==> src/dcs_params.svh <==
`ifndef DCS_PARAMS_SVH
`define DCS_PARAMS_SVH

`define DCS_OFF_CTRL     12'h100
`define DCS_OFF_STAT     12'h104
`define DCS_OFF_CNT      12'h110
`define DCS_OFF_CRLD     12'h11C

`define DCS_CTRL_RESET   32'h00000000
`define DCS_CTRL_MASK    32'hDF77FFFF
`define DCS_CNT_MASK     32'h00FFFFFF

`define DCS_B_COUNT_ZERO_IRQ_ENABLE     31
`define DCS_B_DISABLE_IRQ_ENABLE     30
`define DCS_B_PRESC_HI   15
`define DCS_B_PRESC_LO   14
`define DCS_B_PER_HI     13
`define DCS_B_PER_LO     11
`define DCS_B_WAIT       10
`define DCS_B_REQ_HI     9
`define DCS_B_REQ_LO     4
`define DCS_B_PRI_HI     3
`define DCS_B_PRI_LO     2
`define DCS_B_RLD_EN     1
`define DCS_B_EN         0

`define DCS_S_TO         6
`define DCS_S_BERR       4
`define DCS_S_RLD        3
`define DCS_S_CTZ        2
`define DCS_S_PEND       1
`define DCS_S_ACT        0

`define DCS_PRESC_SH1    8
`define DCS_PRESC_SH2    16
`define DCS_PRESC_SH3    24
`define DCS_TO_BASE_SH   2
`define DCS_MAX_CH       8

`endif

==> src/dcs_pkg.sv <==
`include "dcs_params.svh"

package dcs_pkg;

    typedef enum logic [0:0] {
        DCS_IDLE = 1'b0,
        DCS_RUN  = 1'b1
    } dcs_chan_st_t;

    typedef struct packed {
        logic [31:0]  ctrl;
        logic         to_flag;
        logic         berr_flag;
        logic         rld_flag;
        logic         ctz_flag;
        logic         dis_flag;
        logic         pend;
        dcs_chan_st_t active;
        logic         started;
        logic [23:0]  cnt;
        logic [23:0]  cnt_rld;
        logic [23:0]  pre;
        logic [9:0]   tmr;
        logic [2:0]   rr_ptr;
        logic [7:0]   grant;
        logic [31:0]  prdata;
        logic         pready;
        logic         pslverr;
        logic         chan_req;
        logic         reload_pulse;
    } dcs_state_t;

endpackage

==> src/dcs_channel.sv <==
// Added by the designer: the APB register port.
`timescale 1ns/1ps
`include "dcs_params.svh"

// How it works
// RULE_01: Period code selects 4 to 512 timer ticks.
// RULE_02: Wait bit defers timer start until request.
// RULE_03: Request select picks the channel request line.
// RULE_04: Priority code 0 highest, 3 lowest.
// RULE_05: Equal priorities are served round-robin.
// RULE_06: Reload enabled count zero reloads the count from the reload register.
// RULE_07: Enable clears when active status falls.
// RULE_08: Timer expiry sets timeout flag, write one clears.
// RULE_09: Bus abort sets error flag, disables channel.
// RULE_10: Every reload sets the reload flag.
// RULE_11: Exhausted count sets count zero flag.
// RULE_12: Pending bit shows an outstanding interrupt.
// RULE_13: Active bit shows channel running.
// RULE_14: Software preserves reserved status bits.
// RULE_15: Count zero with enable raises pending.
// RULE_16: Active fall with enable raises pending.
// RULE_17: Prescale code 0 stops timer, others divide.
// RULE_18: Count drops by transfer width, zero ends.
// RULE_19: Delayed start waits for selected request.
// RULE_20: Pending is OR of sticky flags, timeout and error ungated.
module dcs_channel
    import dcs_pkg::*;
#(
    parameter int NCH    = 8,
    parameter int CH_IDX = 0
) (
    input  wire logic              mclk,
    input  wire logic              rst_n,
    input  wire logic [11:0]       paddr,
    input  wire logic              psel,
    input  wire logic              penable,
    input  wire logic              pwrite,
    input  wire logic [31:0]       pwdata,
    output logic      [31:0]       prdata,
    output logic                   pready,
    output logic                   pslverr,
    input  wire logic [63:0]       req_vec,
    input  wire logic              xfer_done,
    input  wire logic [1:0]        xfer_width,
    input  wire logic              ahb_abort,
    input  wire logic [NCH-1:0]    peer_req,
    input  wire logic [2*NCH-1:0]  peer_pri,
    output logic                   chan_req,
    output logic                   chan_active,
    output logic                   reload_pulse,
    output logic [NCH-1:0]         grant
);

    generate
        if (NCH < 1 || NCH > `DCS_MAX_CH || CH_IDX < 0 || CH_IDX >= NCH) begin : g_bad
            $error("dcs_channel: NCH must be 1 to 8 and CH_IDX below NCH.");
        end
    endgenerate

    dcs_state_t st;
    dcs_state_t next_st;

    // Picks one request: best level first, then first at or after the pointer.
    function automatic logic [7:0] dcs_arb(input logic [7:0] r, input logic [15:0] p,
                                           input logic [2:0] ptr);
        logic [7:0] g;
        logic       done;
        int         idx;
        g    = '0;
        done = 1'b0;
        idx  = 0;
        for (int l = 0; l < 4; l++) begin
            for (int k = 0; k < NCH; k++) begin
                idx = (int'(ptr) + k) % NCH;
                if (!done && r[idx] && p[2*idx +: 2] == 2'(l)) begin
                    g[idx] = 1'b1;
                    done   = 1'b1;
                end
            end
        end
        return g;
    endfunction

    // One tick of the prescaled timer clock.
    function automatic logic dcs_tick(input logic [1:0] sel, input logic [23:0] pre);
        logic t;
        unique case (sel)
            2'h0: t = 1'b0;
            2'h1: t = &pre[`DCS_PRESC_SH1-1:0];
            2'h2: t = &pre[`DCS_PRESC_SH2-1:0];
            2'h3: t = &pre[`DCS_PRESC_SH3-1:0];
        endcase
        return t;
    endfunction

    // Read view of one register word.
    function automatic logic [31:0] dcs_rd(input dcs_state_t s, input logic [11:0] a);
        logic [31:0] d;
        d = '0;
        unique case (a)
            `DCS_OFF_CTRL: d = s.ctrl;
            `DCS_OFF_STAT: begin
                d[`DCS_S_TO]   = s.to_flag;
                d[`DCS_S_BERR] = s.berr_flag;
                d[`DCS_S_RLD]  = s.rld_flag;
                d[`DCS_S_CTZ]  = s.ctz_flag;
                d[`DCS_S_PEND] = s.pend;
                d[`DCS_S_ACT]  = s.active;
            end
            `DCS_OFF_CNT:  d = {8'h00, s.cnt};
            `DCS_OFF_CRLD: d = {8'h00, s.cnt_rld};
            default:       d = '0;
        endcase
        return d;
    endfunction

    logic        wr_en;
    logic        wr_stat;
    logic        sel_req;
    logic        xfer;
    logic        ctz_ev;
    logic        abort_ev;
    logic        fall_ev;
    logic [23:0] dec;
    logic [9:0]  to_lim;
    logic        tick;
    logic        pend_calc;
    logic [7:0]  arb_r;
    logic [15:0] arb_p;

    always_comb begin
        next_st              = st;
        next_st.reload_pulse = 1'b0;
        wr_en    = psel & penable & st.pready & pwrite;
        wr_stat  = wr_en && paddr == `DCS_OFF_STAT;
        sel_req  = req_vec[st.ctrl[`DCS_B_REQ_HI:`DCS_B_REQ_LO]];  // see RULE_03
        xfer     = xfer_done && st.active == DCS_RUN;
        dec      = (xfer_width == 2'h0) ? 24'h000001 :             // see RULE_18
                   (xfer_width == 2'h1) ? 24'h000002 : 24'h000004;
        ctz_ev   = xfer && st.cnt <= dec;                          // see RULE_18
        abort_ev = ahb_abort && st.active == DCS_RUN;
        fall_ev  = st.active == DCS_RUN &&
                   (abort_ev || (ctz_ev && !st.ctrl[`DCS_B_RLD_EN]) || !st.ctrl[`DCS_B_EN]);
        to_lim   = 10'h001 << ({1'b0, st.ctrl[`DCS_B_PER_HI:`DCS_B_PER_LO]} + 4'(`DCS_TO_BASE_SH));
        tick     = dcs_tick(st.ctrl[`DCS_B_PRESC_HI:`DCS_B_PRESC_LO], st.pre);

        // APB slave: one wait state, then data and error stand with pready.
        next_st.pready = psel & penable & ~st.pready;
        if (psel && penable && !st.pready) begin
            next_st.prdata  = pwrite ? 32'h00000000 : dcs_rd(st, paddr);
            next_st.pslverr = !(paddr == `DCS_OFF_CTRL || paddr == `DCS_OFF_STAT ||
                                paddr == `DCS_OFF_CNT || paddr == `DCS_OFF_CRLD);
        end

        // Software writes; hardware sets below take precedence.
        if (wr_en) begin
            unique case (paddr)
                `DCS_OFF_CTRL: next_st.ctrl = pwdata & `DCS_CTRL_MASK;
                `DCS_OFF_STAT: begin
                    if (pwdata[`DCS_S_TO])   next_st.to_flag   = 1'b0;  // see RULE_08
                    if (pwdata[`DCS_S_BERR]) next_st.berr_flag = 1'b0;  // see RULE_09
                    if (pwdata[`DCS_S_RLD])  next_st.rld_flag  = 1'b0;  // see RULE_10
                    if (pwdata[`DCS_S_CTZ])  next_st.ctz_flag  = 1'b0;  // see RULE_11
                    if (pwdata[`DCS_S_ACT])  next_st.dis_flag  = 1'b0;
                end
                `DCS_OFF_CNT: begin
                    if (st.active == DCS_IDLE) begin
                        next_st.cnt = pwdata[23:0];  // see RULE_13
                    end
                end
                `DCS_OFF_CRLD: next_st.cnt_rld = pwdata[23:0];
                default: ;
            endcase
        end

        // Channel sequencing.
        unique case (st.active)
            DCS_IDLE: begin
                next_st.started = 1'b0;
                if (st.ctrl[`DCS_B_EN] && st.cnt != 24'h000000) begin
                    next_st.active  = DCS_RUN;                        // see RULE_13
                    next_st.started = !st.ctrl[`DCS_B_WAIT];          // see RULE_02
                end
            end
            DCS_RUN: begin
                if (sel_req) begin
                    next_st.started = 1'b1;                           // see RULE_19
                end
                if (xfer) begin
                    next_st.cnt = st.cnt - dec;                       // see RULE_18
                end
                if (ctz_ev) begin
                    next_st.ctz_flag = 1'b1;                          // see RULE_11
                    if (st.ctrl[`DCS_B_RLD_EN]) begin
                        next_st.cnt          = st.cnt_rld;            // see RULE_06
                        next_st.reload_pulse = 1'b1;                  // see RULE_06
                        next_st.rld_flag     = 1'b1;                  // see RULE_10
                    end
                end
                if (abort_ev) begin
                    next_st.berr_flag = 1'b1;                         // see RULE_09
                end
                if (fall_ev) begin
                    next_st.active   = DCS_IDLE;                      // see RULE_09
                    next_st.ctrl[`DCS_B_EN] = 1'b0;                   // see RULE_07
                    next_st.dis_flag = 1'b1;                          // see RULE_16
                    next_st.started  = 1'b0;
                end
            end
        endcase

        // Timeout timer on the prescaled clock.
        next_st.pre = st.pre + 24'h000001;                            // see RULE_17
        if (st.active == DCS_IDLE || !st.started || xfer ||
            st.ctrl[`DCS_B_PRESC_HI:`DCS_B_PRESC_LO] == 2'h0) begin
            next_st.tmr = 10'h000;                                    // see RULE_17
        end else if (tick) begin
            if (st.tmr == to_lim - 10'h001) begin
                next_st.tmr     = 10'h000;
                next_st.to_flag = 1'b1;                               // see RULE_01
            end else begin
                next_st.tmr = st.tmr + 10'h001;                       // see RULE_01
            end
        end

        // Pending is the OR of the sticky flags; count zero and reload flags are gated by the count zero enable, the disable flag by its enable.
        pend_calc = st.to_flag | st.berr_flag |                       // see RULE_20
                    (st.ctrl[`DCS_B_COUNT_ZERO_IRQ_ENABLE] & (st.ctz_flag | st.rld_flag)) |  // see RULE_15
                    (st.ctrl[`DCS_B_DISABLE_IRQ_ENABLE] & st.dis_flag);           // see RULE_16
        next_st.pend = pend_calc;                                     // see RULE_12

        // Arbitration among all channels, this one included.
        next_st.chan_req = st.active == DCS_RUN && sel_req;
        arb_r = '0;
        arb_p = '0;
        arb_r[NCH-1:0]   = peer_req;
        arb_p[2*NCH-1:0] = peer_pri;
        arb_r[CH_IDX]    = st.chan_req;
        arb_p[2*CH_IDX +: 2] = st.ctrl[`DCS_B_PRI_HI:`DCS_B_PRI_LO];  // see RULE_04
        next_st.grant = dcs_arb(arb_r, arb_p, st.rr_ptr);             // see RULE_05
        for (int i = 0; i < NCH; i++) begin
            if (next_st.grant[i]) begin
                next_st.rr_ptr = 3'((i + 1) % NCH);                   // see RULE_05
            end
        end
    end

    always_ff @(posedge mclk or negedge rst_n) begin
        if (!rst_n) begin
            st <= '0;
        end else begin
            st <= next_st;
        end
    end

    assign prdata       = st.prdata;
    assign pready       = st.pready;
    assign pslverr      = st.pslverr;
    assign chan_req     = st.chan_req;
    assign chan_active  = st.active;
    assign reload_pulse = st.reload_pulse;
    assign grant        = st.grant[NCH-1:0];

    a_en_autoclr: assert property (@(posedge mclk) disable iff (!rst_n)  // see RULE_07
        $fell(st.active) |-> !st.ctrl[`DCS_B_EN])
        else $error("Enable still set after the channel stopped.");

    a_berr_stop: assert property (@(posedge mclk) disable iff (!rst_n)  // see RULE_09
        ahb_abort && st.active == DCS_RUN |=> st.berr_flag && st.active == DCS_IDLE)
        else $error("Abort did not flag an error and stop the channel.");

    a_to_sticky: assert property (@(posedge mclk) disable iff (!rst_n)  // see RULE_08
        st.to_flag && !(wr_stat && pwdata[`DCS_S_TO]) |=> st.to_flag)
        else $error("Timeout flag dropped without a write of one.");

    a_ctz_set: assert property (@(posedge mclk) disable iff (!rst_n)  // see RULE_11
        ctz_ev |=> st.ctz_flag)
        else $error("Count zero did not set its flag.");

    a_reload_load: assert property (@(posedge mclk) disable iff (!rst_n)  // see RULE_06
        ctz_ev && st.ctrl[`DCS_B_RLD_EN] |=> st.cnt == $past(st.cnt_rld) && st.rld_flag && st.reload_pulse)
        else $error("Reload did not load the count and set its flag.");

    a_pend_track: assert property (@(posedge mclk) disable iff (!rst_n)  // see RULE_20
        ##1 st.pend == $past(st.to_flag | st.berr_flag |
            (st.ctrl[`DCS_B_COUNT_ZERO_IRQ_ENABLE] & (st.ctz_flag | st.rld_flag)) | (st.ctrl[`DCS_B_DISABLE_IRQ_ENABLE] & st.dis_flag)))
        else $error("Pending does not follow the gated flags.");

    a_tmr_off: assert property (@(posedge mclk) disable iff (!rst_n)  // see RULE_17
        st.ctrl[`DCS_B_PRESC_HI:`DCS_B_PRESC_LO] == 2'h0 |=> st.tmr == 10'h000)
        else $error("Timer counted while the prescaler is off.");

    a_grant_one: assert property (@(posedge mclk) disable iff (!rst_n)  // see RULE_05
        $onehot0(st.grant) && (st.grant == 8'h00 || $past(arb_r) != 8'h00))
        else $error("Grant is not one-hot or came without a request.");

    a_apb_wait: assert property (@(posedge mclk) disable iff (!rst_n)
        psel && penable && !st.pready |=> st.pready ##1 !st.pready)
        else $error("APB answer not exactly one cycle after access start.");

    a_period_lim: assert property (@(posedge mclk) disable iff (!rst_n)  // see RULE_01
        st.active == DCS_RUN |-> to_lim == (10'h004 << st.ctrl[`DCS_B_PER_HI:`DCS_B_PER_LO]))
        else $error("Timeout limit does not match the period code.");

    a_start_now: assert property (@(posedge mclk) disable iff (!rst_n)  // see RULE_02
        st.active == DCS_IDLE && st.ctrl[`DCS_B_EN] && st.cnt != 24'h000000 &&
        !st.ctrl[`DCS_B_WAIT] |=> st.started)
        else $error("Timer did not start at once without the wait bit.");

    a_start_wait: assert property (@(posedge mclk) disable iff (!rst_n)  // see RULE_02
        st.active == DCS_IDLE && st.ctrl[`DCS_B_EN] && st.cnt != 24'h000000 &&
        st.ctrl[`DCS_B_WAIT] |=> !st.started)
        else $error("Timer started although the wait bit is set.");

    a_req_pick: assert property (@(posedge mclk) disable iff (!rst_n)  // see RULE_03
        st.active == DCS_RUN && req_vec[st.ctrl[`DCS_B_REQ_HI:`DCS_B_REQ_LO]] |=> st.chan_req)
        else $error("Selected request line did not raise the channel request.");

    a_req_start: assert property (@(posedge mclk) disable iff (!rst_n)  // see RULE_19
        st.active == DCS_RUN && sel_req && !fall_ev |=> st.started)
        else $error("Selected request did not start the timer.");

    a_run_start: assert property (@(posedge mclk) disable iff (!rst_n)  // see RULE_13
        st.active == DCS_IDLE && st.ctrl[`DCS_B_EN] && st.cnt != 24'h000000 |=> st.active == DCS_RUN)
        else $error("Enabled channel with a count did not start.");

    a_cnt_hold: assert property (@(posedge mclk) disable iff (!rst_n)  // see RULE_13
        st.active == DCS_RUN && !xfer |=> $stable(st.cnt))
        else $error("Count changed while running without a transfer.");

    a_cnt_step: assert property (@(posedge mclk) disable iff (!rst_n)  // see RULE_18
        xfer && !ctz_ev |=> st.cnt == $past(st.cnt) - $past(dec))
        else $error("Count did not drop by the transfer width.");

    a_ctz_pend: assert property (@(posedge mclk) disable iff (!rst_n)  // see RULE_15
        st.ctz_flag && st.ctrl[`DCS_B_COUNT_ZERO_IRQ_ENABLE] |=> st.pend)
        else $error("Enabled count zero flag did not raise pending.");

    a_dis_pend: assert property (@(posedge mclk) disable iff (!rst_n)  // see RULE_16
        $fell(st.active) && st.ctrl[`DCS_B_DISABLE_IRQ_ENABLE] |=> st.pend)
        else $error("Enabled stop did not raise pending.");

    a_pend_clear: assert property (@(posedge mclk) disable iff (!rst_n)  // see RULE_12
        !(st.to_flag || st.berr_flag || st.rld_flag || st.ctz_flag || st.dis_flag) |=> !st.pend)
        else $error("Pending set with no flag outstanding.");

endmodule // dcs_channel

==> config.mk <==
export PLATFORM = sky130hd
export DESIGN_NAME = dcs_channel
export DESIGN_NICKNAME = d
export VERILOG_FILES = /design/src/dcs_pkg.sv /design/src/dcs_channel.sv
export VERILOG_INCLUDE_DIRS = /design/src
export SDC_FILE = /design/constraint.sdc
export NUM_CORES = 1
export LEC_CHECK = 0
export BUFFER_PORTS_ARGS = -buffer_cell sky130_fd_sc_hd__clkbuf_2
export CAP_MARGIN = 20
export CORE_MARGIN = 2
export CORE_UTILIZATION = 30
export CTS_CLUSTER_DIAMETER = 120
export DETAILED_ROUTE_END_ITERATION = 16
export GPL_TIMING_DRIVEN = 0
export PLACE_DENSITY_LB_ADDON = 0.1
export SETUP_SLACK_MARGIN = 0.4
export SYNTH_ARGS = -nofsm -noshare
export SYNTH_HDL_FRONTEND = slang
export SYNTH_SLANG_ARGS = --single-unit
==> constraint.sdc <==
create_clock -name mclk -period 6.1 [get_ports mclk]
set_input_delay 0.915 -clock mclk [delete_from_list [all_inputs] [get_ports mclk]]
set_output_delay 0.915 -clock mclk [all_outputs]
set_load 0.01 [all_outputs]
==> qor.yml, run 1 <==
outcome:
  status: "completed"
clock_network:
  cts_buffer_depth: 2
  cts_tree: "built"
  cts.clk_slew.worst_paths_ps: 60
  cts_root_buffer: "clkbuf_16"
  numClockSinks: 165
  cts_made_buffers: 17
  h-tree-depth: 4
  hold_buffers: 0
  clk_latency_ps: 430
die:
  die_width_um: 208
  fp.dieArea_um2: 43400
  coreArea_um2: 41000
  initial_core_util_pct: 30.6
  rows: 74
  io_pins: 186
  chipHeight_um: 208
timing:
  min_period_ps: 5530
  max_freq_mhz: 181
  max_slew_margin_pct: 17.2
  fin_crit_sh_pct: 90.6
  max_slew.worst_pin.slew_ps: 1230
  skew_ps: 9.88
  tns_ps: 0
  report.final.slew_viol_count: 0
  hold_violations: 0
  setup_violations: 0
  rsz0062_at_grt: "no"
placement:
  port_buffers: 180
  dp_hpwl_um: 37700
  place_area_um2: 14200
  place.gp.congestion: 0.952
synthesis:
  synthMuxAreaShare_pct: 17.1
  synth_area_um2: 12500
  synthArstFlopShare_pct: 100
  ys_seq_area_share_pct: 32.9
  yosys.area.top_type: "dfrtp_1"
  ys.flop_type: "dfrtp_1"
  synth_top_family_by_area: "simple AND/OR/NAND/NOR gates"
  postSynthAreaPerCell_um2: 9.36
  synthTopCellsByArea: "dfrtp_1 33%, mux4_2 9.0%, mux2_2 5.9%"
  synth_warnings: 0
  synth_edf_count: 0
  synth_top_area_share_pct: 32.9
  synth-compound-area-share_pct: 18.9
  post_synth_num_cell_types: 108
  post_synth_xor_area_fraction_pct: 3.60
  synth_fa_ha_area_share_pct: 1.36
  ys_ff_latch: 165
  postSynthCellCount: 1339
  synth-simple-area-share_pct: 20.4
  ys_top_cells_by_count: "181 x nand2_1, 165 x dfrtp_1, 78 x o21ai_0, 68 x nor2_1, 66 x mux2_2"
  synth_fp_nets: 1493
  yosysMostFrequentCell: "nand2_1"
global_route:
  gr-usage-all-layers_pct: 22.5
  grt_max_degree: 108
  overflow: 0
  antenna_found_initial: 0
  grt_pass1_vias: 11700
  grt_first_pass_wirelength_um: 75100
worst_setup_path:
  crit_fanout: 10
  cp.required_ps: 6420
  crit_path_end_kind: "flip-flop"
  arrival_ps: 5840
  crit_buf_inv: 7
  path_delay_family: "compound AO/OA/AOI/OAI gates"
  critPathLaunch: "st[44]$_DFFE_PN0P_"
  start_kind: "flip-flop"
  r2r_start: "st[44]$_DFFE_PN0P_"
  cp_common_cell: "clkbuf_4"
  cpPeakStageDelay_ps: 540
  cpMaxStageDelayCell: "nor3_2"
  crit_path_cell_trace: "buf_6, buf_8, inv_2, clkbuf_4, ha_2, clkbuf_4, and2_1, clkbuf_2, a32oi_1, o221a_2, nand2b_1, nand4b_1, nor3_2, a32oi_4, buf_4, o221ai_1, a2111o_1, nand3b_1, o21ba_1, a211oi_1"
  worstSetupPathType: "flip-flop to flip-flop"
finish:
  antenna_cells: 0
  synthToLayoutAreaGrowth_pct: 20.2
  layout-drive-gt1-share_pct: 29.7
  final_area_um2: 15100
  nets: 1712
detailed_routing:
  drtAntennaViolNets: 0
  routed_wl_um: 49200
  drc_errors: 0
  vias_per_cell: 5.74
  firstDrtPassIters: 6
  drt_iter0_markers: 1168
  num_vias: 12100
  post_drt_wl_per_cell_um: 23.4
min_path:
  hold_path_class: "input port to asynchronous set/reset pin"
job:
  maxCapViolations: 0
pwr:
  leakagePower_nw: 6.47
  power_density_nw_per_um2: 482
  peakVddDrop_mv: 0.221
-- state kept, by name, summed over array words and instances, names as in the netlist, 2 cells and up --
register and count:
arb_p 2, grant 8, prdata 31, st 119
-- cells in the final DEF, fill, tap and decap left out, types with 6 or more instances in the layout --
cell type	netlist	layout
nor2b_1	16	16
and3_1	11	11
or3_1	9	9
mux2i_1	26	23
a211oi_1	10	9
nand3_1	49	49
a222oi_1	7	7
a22oi_1	7	6
o31ai_1	7	7
ha_1	12	11
nand4_1	13	13
nor4_1	19	16
nand2b_1	30	30
dfrtp_1	165	165
xnor2_1	26	26
o22ai_1	30	30
nor2_1	68	65
o21ai_0	78	78
a22o_1	31	31
or4_1	9	9
inv_1	26	26
nand2_1	181	181
nor3_1	44	40
clkbuf_1	48	46
o22a_1	6	6
a31oi_1	6	6
clkbuf_2	0	182
mux2_2	66	66
clkbuf_16	0	17
xor2_1	20	20
a21oi_1	47	46
a32oi_1	14	13
mux4_2	50	50
and2_1	10	10
nand3b_1	6	6
buf_4	44	65
-- metal layers --
metal	track usage, %	vias to the layer above	routed length (um)
met1	32.2	6026	22900
li1	-	5483	-
met5	0	-	0
met4	6.23	0	1320
met2	35.6	463	22300
met3	3.14	89	2640
-- through the flow --
step | setup slack, ps | total power, W | utilization [%] | hold WS, ps | cells
3_3_place_gp | -475 | 0.00573 | 34.4 | 455 | 2051
6_report | 574 | 0.00726 | 36.7 | 439 | 2102
2_1_floorplan | 1380 | 0.00416 | - | 434 | 1339
4_1_cts | 350 | 0.00683 | 36.1 | 462 | 2088
5_1_grt | 415 | 0.00760 | 36.7 | 469 | 2102
3_5_place_dp | -316 | 0.00564 | 34.6 | 454 | 2057
-- repair_timing --
action,CTS,global route
pin swaps,1,9
gates resized for setup,17,30
endpoints found under the setup margin,4,3
endpoints found under the hold margin,0,0
gates cloned,0,0
setup buffers,0,14
-- area by class of cell --
| cell class | count | area, um2 |
|---|---|---|
| flip-flops and latches | 165 | 4130 |
| plain buffers | 107 | 632 |
| fillers | 4204 | 25900 |
| well taps | 532 | 666 |
| clock inverters | 8 | 73.8 |
| clock buffers | 23 | 488 |
| multi-input cells | 1038 | 7900 |
| repair buffers | 200 | 1080 |
| inverters | 29 | 109 |
-- worst paths after layout --
kind / depth (start not counted) / end / slack (ps)
setup / recovery: 20 / st[45]$_DFFE_PN0P_ / 570
max in group asynchronous: 2 / st[128]$_DFF_PN0_ / 4710
min in group mclk: 1 / st[76]$_DFF_PN0_ / 460
setup reg to reg: 20 / st[45]$_DFFE_PN0P_ / 570
hold / removal: 1 / prdata[17]$_DFFE_PN0P_ / 440
hold reg to reg: 1 / st[76]$_DFF_PN0_ / 460
-- kinds of logic after synthesis --
logic type / Yosys count
AO/OA/AOI/OAI: 326
XOR/XNOR: 49
adder cells (fa/ha/maj): 13
buffers and inverters: 136
flip-flops: 165
multiplexers: 143
other: 1
AND/OR/NAND/NOR: 506
-- where the power goes --
group | internal [W] | switching, W
clock network | 0.000602 | 0.000456
logic | 0.00173 | 0.00328
registers | 0.00115 | 0.0000352
(Power assumes the default switching activity.)
==> run 2: changes to the inputs <==
--- a/config.mk
+++ b/config.mk
@@ -10,2 +10,4 @@
 export CAP_MARGIN = 20
+export CELL_PAD_IN_SITES_DETAIL_PLACEMENT = 1
+export CELL_PAD_IN_SITES_GLOBAL_PLACEMENT = 1
 export CORE_MARGIN = 2
==> constraint.sdc (replaced) <==
create_clock -name mclk -period 6.1 [get_ports mclk]
set_input_delay 0.61 -clock mclk [delete_from_list [all_inputs] [get_ports mclk]]
set_output_delay 0.61 -clock mclk [all_outputs]
set_load 0.01 [all_outputs]
==> qor.yml, run 2 (synthesized netlist as in run 1, its figures left out) <==
detailed_routing:
  drc_errors: 0  # unchanged
  post_drt_wl_per_cell_um: 24.7  # was 23.4 um
  drt_iter0_markers: 777  # was 1168
  vias_per_cell: 5.74  # about the same
  routed_wl_um: 52100  # was 49200 um
  drtAntennaViolNets: 0  # unchanged
  firstDrtPassIters: 9  # was 6
  num_vias: 12100  # about the same
min_path:
  hold_path_class: "input port to asynchronous set/reset pin"  # unchanged
timing:
  tns_ps: 0  # unchanged
  rsz0062_at_grt: "no"  # unchanged
  max_slew_margin_pct: 21.8  # was 17.2%
  report.final.slew_viol_count: 0  # unchanged
  fin_ws_ps: 591  # was 574 ps
  hold_violations: 0  # unchanged
  max_slew.worst_pin.slew_ps: 1170  # was 1230 ps
  fin_crit_sh_pct: 90.3  # was 90.6%
  setup_violations: 0  # unchanged
  max_freq_mhz: 182  # was 181 MHz
  skew_ps: 14.6  # was 9.88 ps
  min_period_ps: 5510  # was 5530 ps
clock_network:
  clk_latency_ps: 450  # was 430 ps
  cts_buffer_depth: 2  # unchanged
  numClockSinks: 165  # unchanged
  cts_tree: "built"  # unchanged
  hold_buffers: 0  # unchanged
  cts_root_buffer: "clkbuf_16"  # unchanged
  cts_made_buffers: 17  # unchanged
  cts.clk_slew.worst_paths_ps: 60  # about the same
  h-tree-depth: 4  # unchanged
finish:
  synthToLayoutAreaGrowth_pct: 21.0  # was 20.2%
  final_common_cell: "clkbuf_2"  # unchanged
  layout-drive-gt1-share_pct: 30.2  # was 29.7%
  largest_reg_flops: 119  # unchanged
  top_register: "st"  # unchanged
  nets: 1714  # was 1712
  final_cell_mix: "184 x clkbuf_2, 180 x nand2_1, 164 x dfrtp_1, 78 x o21ai_0, 66 x mux2_2"  # was 182 x clkbuf_2, 181 x nand2_1, 165 x dfrtp_1, 78 x o21ai_0, 66 x mux2_2
  utilization_pct: 37.0  # was 36.7%
placement:
  dp_slack_ps: -442  # was -316 ps
  dp_hpwl_um: 40300  # was 37700 um
  port_buffers: 180  # unchanged
  place.gp.congestion: 0.963  # was 0.952
pwr:
  peakVddDrop_mv: 0.271  # was 0.221 mV
  power.share.clock_pct: 15.8  # was 14.6%
  power_switching_w: 0.00390  # was 0.00377 W
  seqPwrFrac_pct: 15.8  # was 16.3%
  switching_share_pct: 51.7  # was 52.0%
  power_frac_comb_pct: 68.5  # was 69.1%
  cell_internal_pwr_w: 0.00364  # was 0.00348 W
  power_density_nw_per_um2: 497  # was 482 nW/um2
  leakagePower_nw: 6.50  # was 6.47 nW
job:
  maxCapViolations: 0  # unchanged
worst_setup_path:
  crit_path_end_kind: "flip-flop"  # unchanged
  cpMaxStageDelayCell: "or4_1"  # was nor3_2
  cp.required_ps: 6450  # was 6420 ps
  crit_end: "st[44]$_DFFE_PN0P_"  # was st[45]$_DFFE_PN0P_
  crit_path_cell_trace: "buf_8, buf_8, inv_2, clkbuf_4, ha_2, clkbuf_4, mux4_2, inv_1, o21ai_0, nor3_1, a221oi_1, nor3_1, a31oi_1, o311ai_0, a2111oi_1, nand3_1, or4_1, a21oi_2"  # was buf_6, buf_8, inv_2, clkbuf_4, ha_2, clkbuf_4, and2_1, clkbuf_2, a32oi_1, o221a_2, nand2b_1, nand4b_1, nor3_2, a32oi_4, buf_4, o221ai_1, a2111o_1, nand3b_1, o21ba_1, a211oi_1
  cpPeakStageDelay_ps: 540  # about the same
  crit_fanout: 10  # unchanged
  critPathLaunch: "st[44]$_DFFE_PN0P_"  # unchanged
  arrival_ps: 5860  # was 5840 ps
  ff2ff_path_depth: 18  # was 20
  worstSetupPathType: "flip-flop to flip-flop"  # unchanged
  r2r_slack_ps: 590  # was 570 ps
  r2r_start: "st[44]$_DFFE_PN0P_"  # unchanged
  r2r-end: "st[44]$_DFFE_PN0P_"  # was st[45]$_DFFE_PN0P_
  start_kind: "flip-flop"  # unchanged
global_route:
  antenna_found_initial: 3  # was 0
  gr-usage-all-layers_pct: 24.0  # was 22.5%
  grt_first_pass_wirelength_um: 79400  # was 75100 um
  grt_pass1_vias: 12400  # was 11.7k
  overflow: 0  # unchanged
  grt_max_degree: 102  # was 108
die:
  rows: 74  # unchanged
  fp.dieArea_um2: 43400  # unchanged
  io_pins: 186  # unchanged
  initial_core_util_pct: 30.6  # unchanged
  chipHeight_um: 208  # unchanged
  coreArea_um2: 41000  # unchanged
  die_width_um: 208  # unchanged
outcome:
  status: "completed"  # unchanged
[run 2: cell count changes in the layout (fill, tap and decap cells not counted), sizes merged]
cell    change
inv         +1
clkinv      -1
bufinv      +3
diode       +1
[run 2: routing by layer]
metal / wire length, um / vias to the layer above / global-route usage, %
met5: 28 / - / 0
met4: 1950 / 4 / 9.13
met3: 2410 / 98 / 3.68
met2: 25000 / 345 / 40.2
met1: 22700 / 6165 / 31.1
li1: - / 5476 / -
[run 2: area by class of cell]
cell class                 instances  area [um2]
antenna                            1        2.50
buffer                           107         636
clock buffer                      21         460
clock inverter                    11         171
fill                            4784       25800
inverter                          29         109
multi-input combinational       1038        7900
sequential                       165        4130
tap                              532         666
timing repair buffer             202        1090
[run 2: how the worst min path moves through the flow]
stage,to,slack (ps),startpoint,cells after the start
2_1_floorplan,arb_p[0]$_DFFE_PN0P_,310,rst_n,0
3_3_place_gp,st[80]$_DFF_PN0_,450,st[80]$_DFF_PN0_,1
3_5_place_dp,st[68]$_DFF_PN0_,460,st[68]$_DFF_PN0_,1
4_1_cts,st[98]$_DFFE_PN0P_,180,rst_n,1
5_1_grt,st[98]$_DFFE_PN0P_,180,rst_n,1
6_report,st[98]$_DFFE_PN0P_,150,rst_n,1
[run 2: power by group through the flow]
stage	clock network (W)	registers, W	logic [W]
after floorplan	0	0.00119	0.00297
after CTS	0.00122	0.00119	0.00464
after global placement	0	0.00121	0.00454
final	0.00119	0.00119	0.00516
after detailed placement	0	0.00121	0.00449
after global routing	0.00126	0.00119	0.00543
[run 2: worst max-delay path: cells and delay by family, from the launching register on]
kind            cells  cell delay [ps]
mux                 1              510
flops               1              450
buf+inv             6             1060
compound gates      6             1940
fa+ha+maj           1              310
simple gates        4             1140
[run 2: what timing repair did]
action,4_1_cts,5_1_grt
gates cloned,0,0
resized for setup,22,29
pin swaps,2,9
buffers inserted,1,17
endpoints found under the hold margin,0,0
setup endpoints to repair,8,3
[run 2: metrics by stage]
stage / power, W / hold slack (ps) / cell area (um2) / instances
6_report: 0.00753 / 152 / 15200 / 2106
5_1_grt: 0.00789 / 185 / 15200 / 2106
4_1_cts: 0.00704 / 178 / 14900 / 2087
3_5_place_dp: 0.00570 / 461 / 14200 / 2054
3_3_place_gp: 0.00575 / 455 / 14100 / 2051
2_1_floorplan: 0.00416 / 314 / 12500 / 1339
